===== src/inc/vsod_map.svh =====
// register offsets, reset values and timing counts of the setpoint and on-delay block
// Function
// - host writes an 8-bit setpoint code; device regulates to it
// - target voltage stays within 0.5 V to 5.5 V inclusive
// - each of the 256 setpoint codes selects one target before droop
// - three sub-ranges: 12.5 mV, 25 mV and 50 mV steps
// - code f9 is 5.225 V, fa 5.250 V, fb 5.300 V, ff 5.500 V
// - on-delay, off-delay and slew settings live in three separate registers
// - on-delay runs from turn-on command until the ramp begins
// - on-delay field is whole milliseconds, 00 none, ff 255 ms
// - nonzero droop slope lowers the target as output current rises
// - setpoint and delay writes are accepted at any time
`ifndef VSOD_MAP_SVH
`define VSOD_MAP_SVH

// i2c device address (7 bits)
`define DEV_ADDR 7'h20

// register offsets
`define OFS_SETPOINT 8'h03
`define OFS_ON_DELAY 8'h20
`define OFS_OFF_DELAY 8'h21
`define OFS_RAMP_SLOPE 8'h22
`define OFS_DROOP 8'h23
`define OFS_STATUS 8'h24

// reset values
`define RST_SETPOINT 8'h00
`define RST_ON_DELAY 8'h00
`define RST_OFF_DELAY 6'h00
`define RST_RAMP_SLOPE 7'h08
`define RST_DROOP 8'h00

// voltages in units of 0.1 mV
`define V_MIN 16'h1388
`define V_MAX 16'hd6d8
`define STEP_FINE 16'h007d
`define STEP_MID 16'h00fa
`define STEP_COARSE 16'h01f4
`define BASE_MID 16'h4f1a
`define BASE_COARSE 16'hcf08
`define CODE_MID 8'h79
`define CODE_COARSE 8'hfb

// timing
`define CLK_PERIOD_NS 100
`define MS_NS 1000000
`define MS_CYCLES (`MS_NS / `CLK_PERIOD_NS)

`endif


===== src/inc/vsod_pkg.sv =====
// types of the setpoint and on-delay block
package vsod_pkg;
  typedef enum logic [2:0] {st_idle, st_addr, st_ptr, st_wdata, st_rdata} i2c_state_e;
  typedef enum logic [1:0] {range_fine, range_mid, range_coarse} vrange_e;
  typedef enum logic [1:0] {dly_off, dly_count, dly_ramp} delay_state_e;
endpackage


===== src/inc/cfg_link.sv =====
// carrier between register file, setpoint decoder and on-delay timer
`timescale 1ns/1ps
interface cfg_link;
  logic [7:0] setpoint_code;
  logic [7:0] droop_slope;
  logic [7:0] load_current;
  logic [15:0] target;
  vsod_pkg::vrange_e range;
  logic [7:0] on_delay;
  logic on_cmd;
  logic ramp_go;
  logic busy;
  modport regs (output setpoint_code, droop_slope, load_current, on_delay, on_cmd,
                input target, range, ramp_go, busy);
  modport dec (input setpoint_code, droop_slope, load_current, output target, range);
  modport dly (input on_delay, on_cmd, output ramp_go, busy);
endinterface


===== src/design/setpoint_decoder.sv =====
// decodes the setpoint code into a target voltage with droop
`timescale 1ns/1ps
`include "vsod_map.svh"
module setpoint_decoder (
  // clock and reset
  input wire logic clock,
  input wire logic resetn,
  // configuration and result
  cfg_link.dec cfg
);
  import vsod_pkg::*;

  logic [15:0] code16;
  logic [15:0] base_next;
  logic [15:0] droop_next;
  logic [15:0] target_next;
  vrange_e range_next;

  assign code16 = {8'h00, cfg.setpoint_code};
  assign droop_next = 16'(({8'h00, cfg.droop_slope} * {8'h00, cfg.load_current}) >> 4);

  // piecewise linear decode
  always_comb begin
    if (cfg.setpoint_code < `CODE_MID) begin
      base_next = 16'(`V_MIN + code16 * `STEP_FINE);
      range_next = range_fine;
    end else if (cfg.setpoint_code < `CODE_COARSE) begin
      base_next = 16'(`BASE_MID + (code16 - {8'h00, `CODE_MID}) * `STEP_MID);
      range_next = range_mid;
    end else begin
      base_next = 16'(`BASE_COARSE + (code16 - {8'h00, `CODE_COARSE}) * `STEP_COARSE);
      range_next = range_coarse;
    end
    if (base_next < 16'(`V_MIN + droop_next)) begin
      target_next = `V_MIN;
    end else begin
      target_next = base_next - droop_next;
    end
    if (target_next > `V_MAX) begin
      target_next = `V_MAX;
    end
  end

  // registered target
  always_ff @(posedge clock or negedge resetn) begin
    if (!resetn) begin
      cfg.target <= `V_MIN;
      cfg.range <= range_fine;
    end else begin
      cfg.target <= target_next;
      cfg.range <= range_next;
    end
  end
endmodule


===== src/design/on_delay_timer.sv =====
// counts the turn-on delay in millisecond ticks
`timescale 1ns/1ps
`include "vsod_map.svh"
module on_delay_timer #(
  parameter int MS_CYCLES = `MS_CYCLES
) (
  // clock and reset
  input wire logic clock,
  input wire logic resetn,
  // configuration and status
  cfg_link.dly cfg
);
  import vsod_pkg::*;

  delay_state_e state_reg;
  logic [15:0] tick_cnt_reg;
  logic [7:0] ms_cnt_reg;
  logic cmd_prev_reg;
  logic tick;
  logic start;

  assign tick = (tick_cnt_reg == 16'(MS_CYCLES - 1));
  assign start = cfg.on_cmd & ~cmd_prev_reg;

  // command edge memory
  always_ff @(posedge clock or negedge resetn) begin
    if (!resetn) begin
      cmd_prev_reg <= 1'b0;
    end else begin
      cmd_prev_reg <= cfg.on_cmd;
    end
  end

  // millisecond divider, restarted with each command
  always_ff @(posedge clock or negedge resetn) begin
    if (!resetn) begin
      tick_cnt_reg <= 16'h0000;
    end else if (start || state_reg != dly_count || tick) begin
      tick_cnt_reg <= 16'h0000;
    end else begin
      tick_cnt_reg <= tick_cnt_reg + 16'h0001;
    end
  end

  // delay sequence
  always_ff @(posedge clock or negedge resetn) begin
    if (!resetn) begin
      state_reg <= dly_off;
      ms_cnt_reg <= 8'h00;
    end else if (!cfg.on_cmd) begin
      state_reg <= dly_off;
      ms_cnt_reg <= 8'h00;
    end else begin
      case (state_reg)
        dly_off: begin
          if (start) begin
            ms_cnt_reg <= 8'h00;
            state_reg <= dly_count;
          end
        end
        dly_count: begin
          if (ms_cnt_reg >= cfg.on_delay) begin
            state_reg <= dly_ramp;
          end else if (tick) begin
            ms_cnt_reg <= ms_cnt_reg + 8'h01;
          end
        end
        dly_ramp: begin
          state_reg <= dly_ramp;
        end
        default: begin
          state_reg <= dly_off;
        end
      endcase
    end
  end

  always_ff @(posedge clock or negedge resetn) begin
    if (!resetn) begin
      cfg.ramp_go <= 1'b0;
      cfg.busy <= 1'b0;
    end else begin
      cfg.ramp_go <= cfg.on_cmd && (state_reg == dly_ramp);
      cfg.busy <= cfg.on_cmd && (state_reg == dly_count);
    end
  end
endmodule


===== src/design/vsod_top.sv =====
// i2c register bank with setpoint decoder and turn-on delay
`timescale 1ns/1ps
`include "vsod_map.svh"
module vsod_top #(
  parameter int MS_CYCLES = `MS_CYCLES
) (
  // clock and reset
  input wire logic clock,
  input wire logic resetn,
  // i2c pins
  input wire logic scl,
  input wire logic sda_in,
  output logic sda_out,
  output logic sda_oe,
  // converter control
  input wire logic on_cmd,
  input wire logic [7:0] load_current,
  output logic ramp_go,
  output logic on_delay_busy,
  // decoded target
  output logic [15:0] target_voltage,
  output vsod_pkg::vrange_e target_range,
  // other sequencing settings
  output logic [5:0] off_delay_time,
  output logic [6:0] ramp_slope_control
);
  import vsod_pkg::*;

  //--------------------------------------------------
  // declarations
  //--------------------------------------------------
  cfg_link cfg ();

  logic scl_s1_reg;
  logic scl_s2_reg;
  logic scl_s3_reg;
  logic sda_s1_reg;
  logic sda_s2_reg;
  logic sda_s3_reg;
  logic on_s1_reg;
  logic on_s2_reg;

  i2c_state_e state_reg;
  logic [3:0] bit_cnt_reg;
  logic [7:0] shift_reg;
  logic [7:0] ptr_reg;
  logic [7:0] tx_reg;
  logic rw_reg;
  logic ack_reg;

  logic [7:0] output_setpoint_code_reg;
  logic [7:0] on_delay_time_reg;
  logic [5:0] off_delay_time_reg;
  logic [6:0] ramp_slope_control_reg;
  logic [7:0] load_droop_slope_reg;

  logic start_cond;
  logic stop_cond;
  logic scl_rise;
  logic scl_fall;
  logic rx_state;
  logic byte_done;
  logic addr_match;
  logic write_now;
  logic [7:0] ptr_next;
  logic [7:0] rd_now;

  //--------------------------------------------------
  // register read decode
  //--------------------------------------------------
  function automatic logic [7:0] reg_read(input logic [7:0] ofs);
    case (ofs)
      `OFS_SETPOINT: reg_read = output_setpoint_code_reg;
      `OFS_ON_DELAY: reg_read = on_delay_time_reg;
      `OFS_OFF_DELAY: reg_read = {2'b00, off_delay_time_reg};
      `OFS_RAMP_SLOPE: reg_read = {1'b0, ramp_slope_control_reg};
      `OFS_DROOP: reg_read = load_droop_slope_reg;
      `OFS_STATUS: reg_read = {6'h00, cfg.busy, cfg.ramp_go};
      default: reg_read = 8'h00;
    endcase
  endfunction

  // read data at the current pointer, msb feeds the first driven bit
  always_comb begin
    rd_now = reg_read(ptr_reg);
  end

  //--------------------------------------------------
  // pin synchronisers
  //--------------------------------------------------
  // two stages, third stage for edges
  always_ff @(posedge clock or negedge resetn) begin
    if (!resetn) begin
      scl_s1_reg <= 1'b1;
      scl_s2_reg <= 1'b1;
      scl_s3_reg <= 1'b1;
      sda_s1_reg <= 1'b1;
      sda_s2_reg <= 1'b1;
      sda_s3_reg <= 1'b1;
    end else begin
      scl_s1_reg <= scl;
      scl_s2_reg <= scl_s1_reg;
      scl_s3_reg <= scl_s2_reg;
      sda_s1_reg <= sda_in;
      sda_s2_reg <= sda_s1_reg;
      sda_s3_reg <= sda_s2_reg;
    end
  end

  // turn-on command synchroniser
  always_ff @(posedge clock or negedge resetn) begin
    if (!resetn) begin
      on_s1_reg <= 1'b0;
      on_s2_reg <= 1'b0;
    end else begin
      on_s1_reg <= on_cmd;
      on_s2_reg <= on_s1_reg;
    end
  end

  //--------------------------------------------------
  // bus events
  //--------------------------------------------------
  assign start_cond = scl_s2_reg & scl_s3_reg & sda_s3_reg & ~sda_s2_reg;
  assign stop_cond = scl_s2_reg & scl_s3_reg & ~sda_s3_reg & sda_s2_reg;
  assign scl_rise = scl_s2_reg & ~scl_s3_reg;
  assign scl_fall = ~scl_s2_reg & scl_s3_reg;
  assign rx_state = (state_reg == st_addr) || (state_reg == st_ptr) || (state_reg == st_wdata);
  assign byte_done = (bit_cnt_reg == 4'h8);
  assign addr_match = (shift_reg[7:1] == `DEV_ADDR);
  assign ptr_next = ptr_reg + 8'h01;
  // data byte lands at the pointer
  assign write_now = (state_reg == st_wdata) && scl_fall && byte_done && !ack_reg
                     && !start_cond && !stop_cond;

  //--------------------------------------------------
  // i2c slave sequence
  //--------------------------------------------------
  always_ff @(posedge clock or negedge resetn) begin
    if (!resetn) begin
      state_reg <= st_idle;
      bit_cnt_reg <= 4'h0;
      shift_reg <= 8'h00;
      ptr_reg <= 8'h00;
      tx_reg <= 8'h00;
      rw_reg <= 1'b0;
      ack_reg <= 1'b0;
    end else if (start_cond) begin
      state_reg <= st_addr;
      bit_cnt_reg <= 4'h0;
      ack_reg <= 1'b0;
    end else if (stop_cond) begin
      state_reg <= st_idle;
      ack_reg <= 1'b0;
    end else begin
      case (state_reg)
        st_idle: begin
          bit_cnt_reg <= 4'h0;
        end
        st_addr, st_ptr, st_wdata: begin
          if (scl_rise && !byte_done) begin
            shift_reg <= {shift_reg[6:0], sda_s2_reg};
            bit_cnt_reg <= bit_cnt_reg + 4'h1;
          end else if (scl_fall && byte_done && !ack_reg) begin
            // acknowledge phase begins
            if (state_reg == st_addr && !addr_match) begin
              state_reg <= st_idle;
            end else begin
              ack_reg <= 1'b1;
            end
            if (state_reg == st_addr) begin
              rw_reg <= shift_reg[0];
            end
          end else if (scl_fall && byte_done && ack_reg) begin
            // acknowledge phase ends
            ack_reg <= 1'b0;
            bit_cnt_reg <= 4'h0;
            case (state_reg)
              st_addr: begin
                if (rw_reg) begin
                  tx_reg <= reg_read(ptr_reg);
                  state_reg <= st_rdata;
                end else begin
                  state_reg <= st_ptr;
                end
              end
              st_ptr: begin
                ptr_reg <= shift_reg;
                state_reg <= st_wdata;
              end
              default: begin
                ptr_reg <= ptr_next;
              end
            endcase
          end
        end
        st_rdata: begin
          if (scl_rise && !byte_done) begin
            bit_cnt_reg <= bit_cnt_reg + 4'h1;
          end else if (scl_rise && byte_done) begin
            // host acknowledge or end of read
            if (sda_s2_reg) begin
              state_reg <= st_idle;
            end else begin
              bit_cnt_reg <= 4'h0;
              ptr_reg <= ptr_next;
              tx_reg <= reg_read(ptr_next);
            end
          end
        end
        default: begin
          state_reg <= st_idle;
        end
      endcase
    end
  end

  //--------------------------------------------------
  // open-drain data drive
  //--------------------------------------------------
  // set on scl falling edges, released at once on start, stop or idle
  always_ff @(posedge clock or negedge resetn) begin
    if (!resetn) begin
      sda_oe <= 1'b0;
      sda_out <= 1'b0;
    end else begin
      sda_out <= 1'b0;
      if (start_cond || stop_cond || state_reg == st_idle) begin
        sda_oe <= 1'b0;
      end else if (scl_fall) begin
        if (rx_state && byte_done && !ack_reg) begin
          sda_oe <= (state_reg != st_addr) || addr_match;
        end else if (rx_state && byte_done && ack_reg) begin
          sda_oe <= (state_reg == st_addr) && rw_reg && !rd_now[7];
        end else if (state_reg == st_rdata && byte_done) begin
          sda_oe <= 1'b0;
        end else if (state_reg == st_rdata) begin
          sda_oe <= !tx_reg[3'h7 - bit_cnt_reg[2:0]];
        end
      end
    end
  end

  //--------------------------------------------------
  // configuration registers
  //--------------------------------------------------
  // writes taken whether on or off
  always_ff @(posedge clock or negedge resetn) begin
    if (!resetn) begin
      output_setpoint_code_reg <= `RST_SETPOINT;
      on_delay_time_reg <= `RST_ON_DELAY;
      load_droop_slope_reg <= `RST_DROOP;
    end else if (write_now) begin
      if (ptr_reg == `OFS_SETPOINT) begin
        output_setpoint_code_reg <= shift_reg;
      end
      if (ptr_reg == `OFS_ON_DELAY) begin
        on_delay_time_reg <= shift_reg;
      end
      if (ptr_reg == `OFS_DROOP) begin
        load_droop_slope_reg <= shift_reg;
      end
    end
  end

  always_ff @(posedge clock or negedge resetn) begin
    if (!resetn) begin
      off_delay_time_reg <= `RST_OFF_DELAY;
      ramp_slope_control_reg <= `RST_RAMP_SLOPE;
    end else if (write_now) begin
      if (ptr_reg == `OFS_OFF_DELAY) begin
        off_delay_time_reg <= shift_reg[5:0];
      end
      if (ptr_reg == `OFS_RAMP_SLOPE) begin
        ramp_slope_control_reg <= shift_reg[6:0];
      end
    end
  end

  assign off_delay_time = off_delay_time_reg;
  assign ramp_slope_control = ramp_slope_control_reg;

  //--------------------------------------------------
  // links to decoder and timer
  //--------------------------------------------------
  assign cfg.setpoint_code = output_setpoint_code_reg;
  assign cfg.droop_slope = load_droop_slope_reg;
  assign cfg.load_current = load_current;
  assign cfg.on_delay = on_delay_time_reg;
  assign cfg.on_cmd = on_s2_reg;

  // target voltage decode
  setpoint_decoder u_decoder (
    .clock(clock),
    .resetn(resetn),
    .cfg(cfg.dec)
  );

  on_delay_timer #(
    .MS_CYCLES(MS_CYCLES)
  ) u_delay (
    .clock(clock),
    .resetn(resetn),
    .cfg(cfg.dly)
  );

  assign target_voltage = cfg.target;
  assign target_range = cfg.range;
  assign ramp_go = cfg.ramp_go;
  assign on_delay_busy = cfg.busy;
endmodule


===== config.mk =====
export PLATFORM = sky130hd
export DESIGN_NAME = vsod_top
export DESIGN_NICKNAME = d
export VERILOG_FILES = /design/src/inc/vsod_pkg.sv /design/src/inc/cfg_link.sv /design/src/design/setpoint_decoder.sv /design/src/design/on_delay_timer.sv /design/src/design/vsod_top.sv
export VERILOG_INCLUDE_DIRS = /design/src /design/src/inc
export SDC_FILE = /design/constraint.sdc
export NUM_CORES = 1
export LEC_CHECK = 0
export BUFFER_PORTS_ARGS = -buffer_cell sky130_fd_sc_hd__buf_2
export CORE_UTILIZATION = 45
export CTS_CLUSTER_SIZE = 14
export DETAILED_ROUTE_END_ITERATION = 7
export SKIP_LAST_GASP = 1
export SYNTH_ARGS = -nofsm -noshare
export SYNTH_HDL_FRONTEND = slang
export SYNTH_HIERARCHICAL = 1
export SYNTH_SLANG_ARGS = --single-unit

===== constraint.sdc =====
create_clock -name clock -period 9.7 [get_ports clock]
set_input_delay 0.485 -clock clock [delete_from_list [all_inputs] [get_ports clock]]
set_output_delay 0.485 -clock clock [all_outputs]
set_load 0.02 [all_outputs]

; After elaboration in Yosys (flattened, before gate mapping)
; Cells that the tools add are included.
[op_classes]
add_sub_neg = 12
mul = 4
n_div = 0
n_lt_le_gt_ge = 6
n_eq_ne = 52
shift = 0
muxes = 71
n_bitwise = 16
reduce_logical = 57
[ops]
columns = op, count
row1 = $mux W8, 18
row2 = $pmux W8 S6, 2
row3 = $eq A8 B6 Y1 const B, 10
row4 = $mux W16, 5
row5 = $pmux W8 S2, 4
row6 = $ne A4 B4 Y1 const B, 9
row7 = $mux W4, 8
row8 = $mux W3, 10
row9 = $ne A2 B2 Y1 const B, 10
row10 = $logic_and A1 B1 Y1, 19
row11 = $add A13 B16 Y16 const A, 1
row12 = $add A15 B16 Y16 const A, 1
row13 = $add A16 B1 Y16 const B, 1
row14 = $add A16 B16 Y16 const A, 1
row15 = $add A8 B1 Y8 const B, 2
row16 = $eq A16 B14 Y1 const B, 1
row17 = $eq A8 B2 Y1 const B, 2
row18 = $gt A16 B16 Y1 const B, 1
row19 = $lt A16 B16 Y1, 1
row20 = $mul A16 B7 Y14 const B, 1
row21 = $mul A16 B7 Y15 const B, 1
row22 = $mul A8 B8 Y16, 1
row23 = $sub A16 B12 Y16, 1
row24 = $mul A8 B7 Y15 const B, 1
row25 = 46 further kinds, 107
[totals]
register_bits = 126
latchBits = 0
ramBits = 0
rom_bits = 0
input_bits = 13
output_inout_bits = 35
word_cells = 247
memories = 0

; Depth between registers and ports, before layout
[depth]
word_depth = 10
depth_mapped = 35
depth_no_buf = 32

; Modules after synthesis
; The synthesis kept the hierarchy.
[by_module_without_submodules]
columns = mod, instances, cells_per_inst, area_per_inst_um2, seq_area_each_um2
row1 = setpoint_decoder, 1, 1072, 9173.8, 456.7
row2 = vsod_top, 1, 430, 4514.3, 1985.7
row3 = on_delay_timer, 1, 181, 1690.4, 725.7

; Least setup slack after synthesis
; OpenSTA, ideal clock, no wires.
[synth_path]
kind = register to register
start = reg output_setpoint_code_reg[2], in the netlist cfg.setpoint_code[2]
end = reg u_decoder.cfg.target[10]
setup_ps = 121
arrival_ps = 7805
t_required_ps = 9579
setup_slack_ps = 1774
stages_incl_launch_ff = 35
path_buffers = 3
period_less_slack_ps = 7926
path_cell_list = dfrtp_1 > buf_2 > inv_1 > ha_1 > a21boi_1 > xnor2_1 > xor2_1 > ha_1 > inv_1 > fa_1 > inv_1 > fa_1 > inv_1 > fa_1 > inv_1 > ha_1 > buf_2 > o211a_1 > o31a_1 > or3_1 > a21oi_2 > nand2_1 > nand3_1 > o311ai_0 > o21ai_0 > ha_1 > nor2b_1 > a311oi_1 > nand2b_1 > or4b_1 > buf_2 > a311o_1 > a2bb2oi_4 > o211ai_4 > a22o_1
[synth_between]
elab_chain_len = 9
word_cells_on_any_way = 17
classes_between = add/sub: 6 / mul: 3 / order compare: 4 / mux: 4
[synth_rtl]
columns = element, line
row1 = "start, declared", vsod_top.sv:51  ; logic [7:0] output_setpoint_code_reg;
row2 = "start signal, assigned", vsod_top.sv:250  ; output_setpoint_code_reg <= `RST_SETPOINT;
row3 = "start signal, assigned", vsod_top.sv:255  ; output_setpoint_code_reg <= shift_reg;
row4 = $sub A8 B7 Y9 or $sub A8 B8 Y9 (tied branches), "setpoint_decoder.sv:28, setpoint_decoder.sv:31"
row5 = $mul A16 B7 Y15 (no line) or $mul A16 B7 Y14 (tied branches), -
row6 = $add A15 B16 Y16 (no line) or $add A16 B16 Y16 (tied branches), -
row7 = $mux W16, setpoint_decoder.sv:27  ; end else if (cfg.setpoint_code < `CODE_COARSE) begin
row8 = $mux W16 (*), setpoint_decoder.sv:24  ; if (cfg.setpoint_code < `CODE_MID) begin
row9 = $sub A16 B12 Y16 or $lt A16 B16 Y1 (tied branches), "setpoint_decoder.sv:37, setpoint_decoder.sv:34"
row10 = $mux W16 (*), setpoint_decoder.sv:34  ; if (base_next < 16'(`V_MIN + droop_next)) begin
row11 = $gt A16 B16 Y1 (no line), -
row12 = $mux W16 (*), setpoint_decoder.sv:39  ; if (target_next > `V_MAX) begin
row13 = named net u_decoder.target_next[10], setpoint_decoder.sv:16  ; logic [15:0] target_next;
row14 = "end signal, assigned", setpoint_decoder.sv:47  ; cfg.target <= `V_MIN;
row15 = "end signal, assigned", setpoint_decoder.sv:50  ; cfg.target <= target_next;
row16 = "end, declared", cfg_link.sv:15  ; modport dec (input setpoint_code, droop_slope, load_current, output target, range);
; The timed path passes the listed nets; every way through them passes the cells marked *.
; A chain may end at the register's enable or synchronous reset.

; Final worst setup path
[layout_path]
start = reg output_setpoint_code_reg[1], in the netlist cfg.setpoint_code[1]
end = reg u_decoder.cfg.target[4]
; Same word-level chain as after synthesis.

==> impl_results.md <==
- Slew HR: 39.3%
- VDD IR max: 125 uV
- Worst Path Arrival: 8.96 ns
- # rows: 67
- WL/cell: 16.8 microns
- Power Total: 1.46 mW
- Most frequent cells after synthesis: 239 x inv_1, 183 x ha_1, 129 x nand2_1
- Cell variety after synth: 104
- CTS resizes: 0
- Final hold viol count: 0
- Worst setup EP type: flop
- Die ar.: 34900 sq um
- 1st-iter DRT viols: 617
- First-pass GRT wire length: 60.6 mm
- Fin area: 16600 sq um
- Total GRT Usage: 21.3%
- RSZ-0062 raised after global routing: no
- Die height: 187 microns
- Nets: 2014
- Final Cycle Share: 89.3%
- Status: finished clean
- H-Tree Depth: 4
- Synth area leaders: dfrtp_1 19%, ha_1 15%, fa_1 14%
- Die width: 187 microns
- CTS sink count: 126
- Vias in the first global route: 11.8k
- Worst Hold Path Cells: 1
- Worst-path clk slew: 0.06 ns
- CTS root buffer: clkbuf_16
- Placed inst area: 16000 sq um
- Post-synthesis sequential area ratio: 20.6%
- Core area: 33600 sq um
- Post-synthesis compound-gate area fraction: 16.3%
- WS Path Type: flop to flop
- Max Slew Vio Count: 0
- Share of layout cells above drive strength 1: 11.2%
- Most frequent CP cell: inv_1
- Initial antenna violation count: 0
- Adder-cell share of the synthesized area: 28.9%
- DRT Wirelength: 36.4 mm
- Initial Util: 45.7%
- Final Wtd Congestion: 0.902
- Power Density: 87.9 nW/um^2
- Antenna fix cells: 0
- Dpl hpwl: 28.9 mm
- Synth area leader: dfrtp_1
- Hold Crit Class: input port to flop
- Synthesis warning total: 6
- Port bufs: 46
- TritonCTS Buffers: 17
- Cell at the slowest stage of the critical path: xnor2_1
- Max-cap violation count: 0
- Grt ovf: 0
- Worst slew pin tran: 0.899 ns
- Critical path data required time: 10.01 ns
- Drt first pass iters: 5
- Achievable frequency: 0.116 GHz
- Syn nets: 1987
- Vias/cell: 5.57
- Top-area cell type share of the netlist area: 18.6%
- Mapped Cells: 1683
- I/O pin cnt: 48
- P_leak: 7.94 nW
- Top_reg_cell synth: dfrtp_1
- Setup_tns: 0 ns
- Residual DRC count: 0
- Clk_lat worst skew: 0.42 ns
- Post-synthesis simple-gate area fraction: 15.0%
- Count leader, synth: inv_1
- Multiplexer share of the synthesized area: 4.73%
- Avg Inst Size Synth: 9.14 sq um
- Final Critical Period: 8.66 ns
- Pin count of the biggest net entering global routing: 66
- Setup violators final: 0
- CTS tree: yes
- Xor/xnor cell area share of the yosys netlist: 7.09%
- R2R depth: 31
- Largest family of logic cells by synthesized area: adder cells
- Worst Skew: 0.00809 ns
- Async SR Flop Fraction: 100%
- Final antenna-violating net count: 0
- Number of flops mapped to enable cells by yosys: 0
- Synth Cell Area: 15400 sq um
- P&R area growth vs syn: 7.82%
- Crit start category: flop
- Max incr delay on CP: 0.71 ns
- CTS max path bufs: 2
- CP max FO: 14
- Via count: 12.1k
- FF+latch count, synth: 126
[cell type report]
cell class	instances	area, sq um
fillers	3138	17000
multi-input cells	1269	11100
repair buffers	53	288
flip-flops and latches	126	3170
well taps	448	561
clock buffers	17	425
clock inverters	15	148
inverters	243	912
[cell families after synthesis]
logic type / after synthesis
XOR/XNOR: 121
flip-flops: 126
AND/OR/NAND/NOR: 441
adder cells (fa/ha/maj): 291
multiplexers: 63
other: 1
AO/OA/AOI/OAI: 352
buffers and inverters: 288
[layer usage]
metal | track usage, % | wire, microns | vias up
met5 | 0 | 0 | -
met4 | 4.98 | 502 | 0
met3 | 2.72 | 1420 | 30
met2 | 35.0 | 16900 | 251
met1 | 30.0 | 17600 | 5949
li1 | - | - | 5865
[path summary, 6_finish.rpt]
path                                       from                        to  slack, ns
max                        cfg.setpoint_code[1]   u_decoder/cfg.target[4]       1.04
min                                      sda_in                sda_s1_reg       0.16
max reg2reg                cfg.setpoint_code[1]   u_decoder/cfg.target[4]       1.04
min reg2reg                           on_s1_reg                cfg.on_cmd       0.35
max in group asynchronous                resetn  u_delay/tick_cnt_reg[15]       7.59
min in group asynchronous                resetn    u_decoder/cfg.range[0]       0.40
[cell usage in the layout, fill, tap and decap left out, types with 12 or more instances in the layout]
| cell type | count |
|---|---|
| dfstp_2 | 12 |
| a22oi_1 | 13 |
| and2_1 | 32 |
| dfrtp_1 | 114 |
| inv_1 | 239 |
| nor2b_1 | 16 |
| ha_1 | 183 |
| xor2_1 | 49 |
| a21o_1 | 26 |
| buf_2 | 45 |
| nand3_1 | 43 |
| fa_1 | 108 |
| and3_1 | 15 |
| nand2b_1 | 19 |
| mux2_2 | 57 |
| clkbuf_16 | 17 |
| a21oi_1 | 81 |
| xnor2_1 | 69 |
| nand2_1 | 129 |
| o21a_1 | 14 |
| a211oi_1 | 13 |
| nor2_1 | 89 |
| nor3_1 | 20 |
| o211ai_1 | 24 |
| o21ai_0 | 46 |
[critical path: cells and delay by family, from the launching register on]
family,cells,cell delay (ns)
AO/OA/AOI/OAI,11,2.36
XOR/XNOR,2,0.91
adder cells (fa/ha/maj),7,2.76
buffers and inverters,5,0.35
flip-flops,1,0.65
AND/OR/NAND/NOR,6,1.45
[metrics by stage]
step	std cells	util [%]	hold WS [ns]	setup slack, ns
finish	2171	49.3	0.156	1.04
global route	2171	49.3	0.139	0.395
CTS	2171	49.3	0.135	1.03
detailed placement	2138	47.6	0.303	1.05
global placement	2138	47.6	0.301	1.27
floorplan	1683	-	0.189	1.77
[power breakdown]
group	switching [mW]	leakage, nW	total, mW	internal, mW
Clock	0.274	0.280	0.635	0.361
Combinational	0.113	5.97	0.180	0.0667
Sequential	0.0833	1.68	0.642	0.559
[what timing repair did]
action	4_1_cts	5_1_grt
hold endpoints to repair	6	0
hold buffers	1	0
setup buffers	0	0
endpoints found under the setup margin	0	0
(Power assumes the default switching activity.)
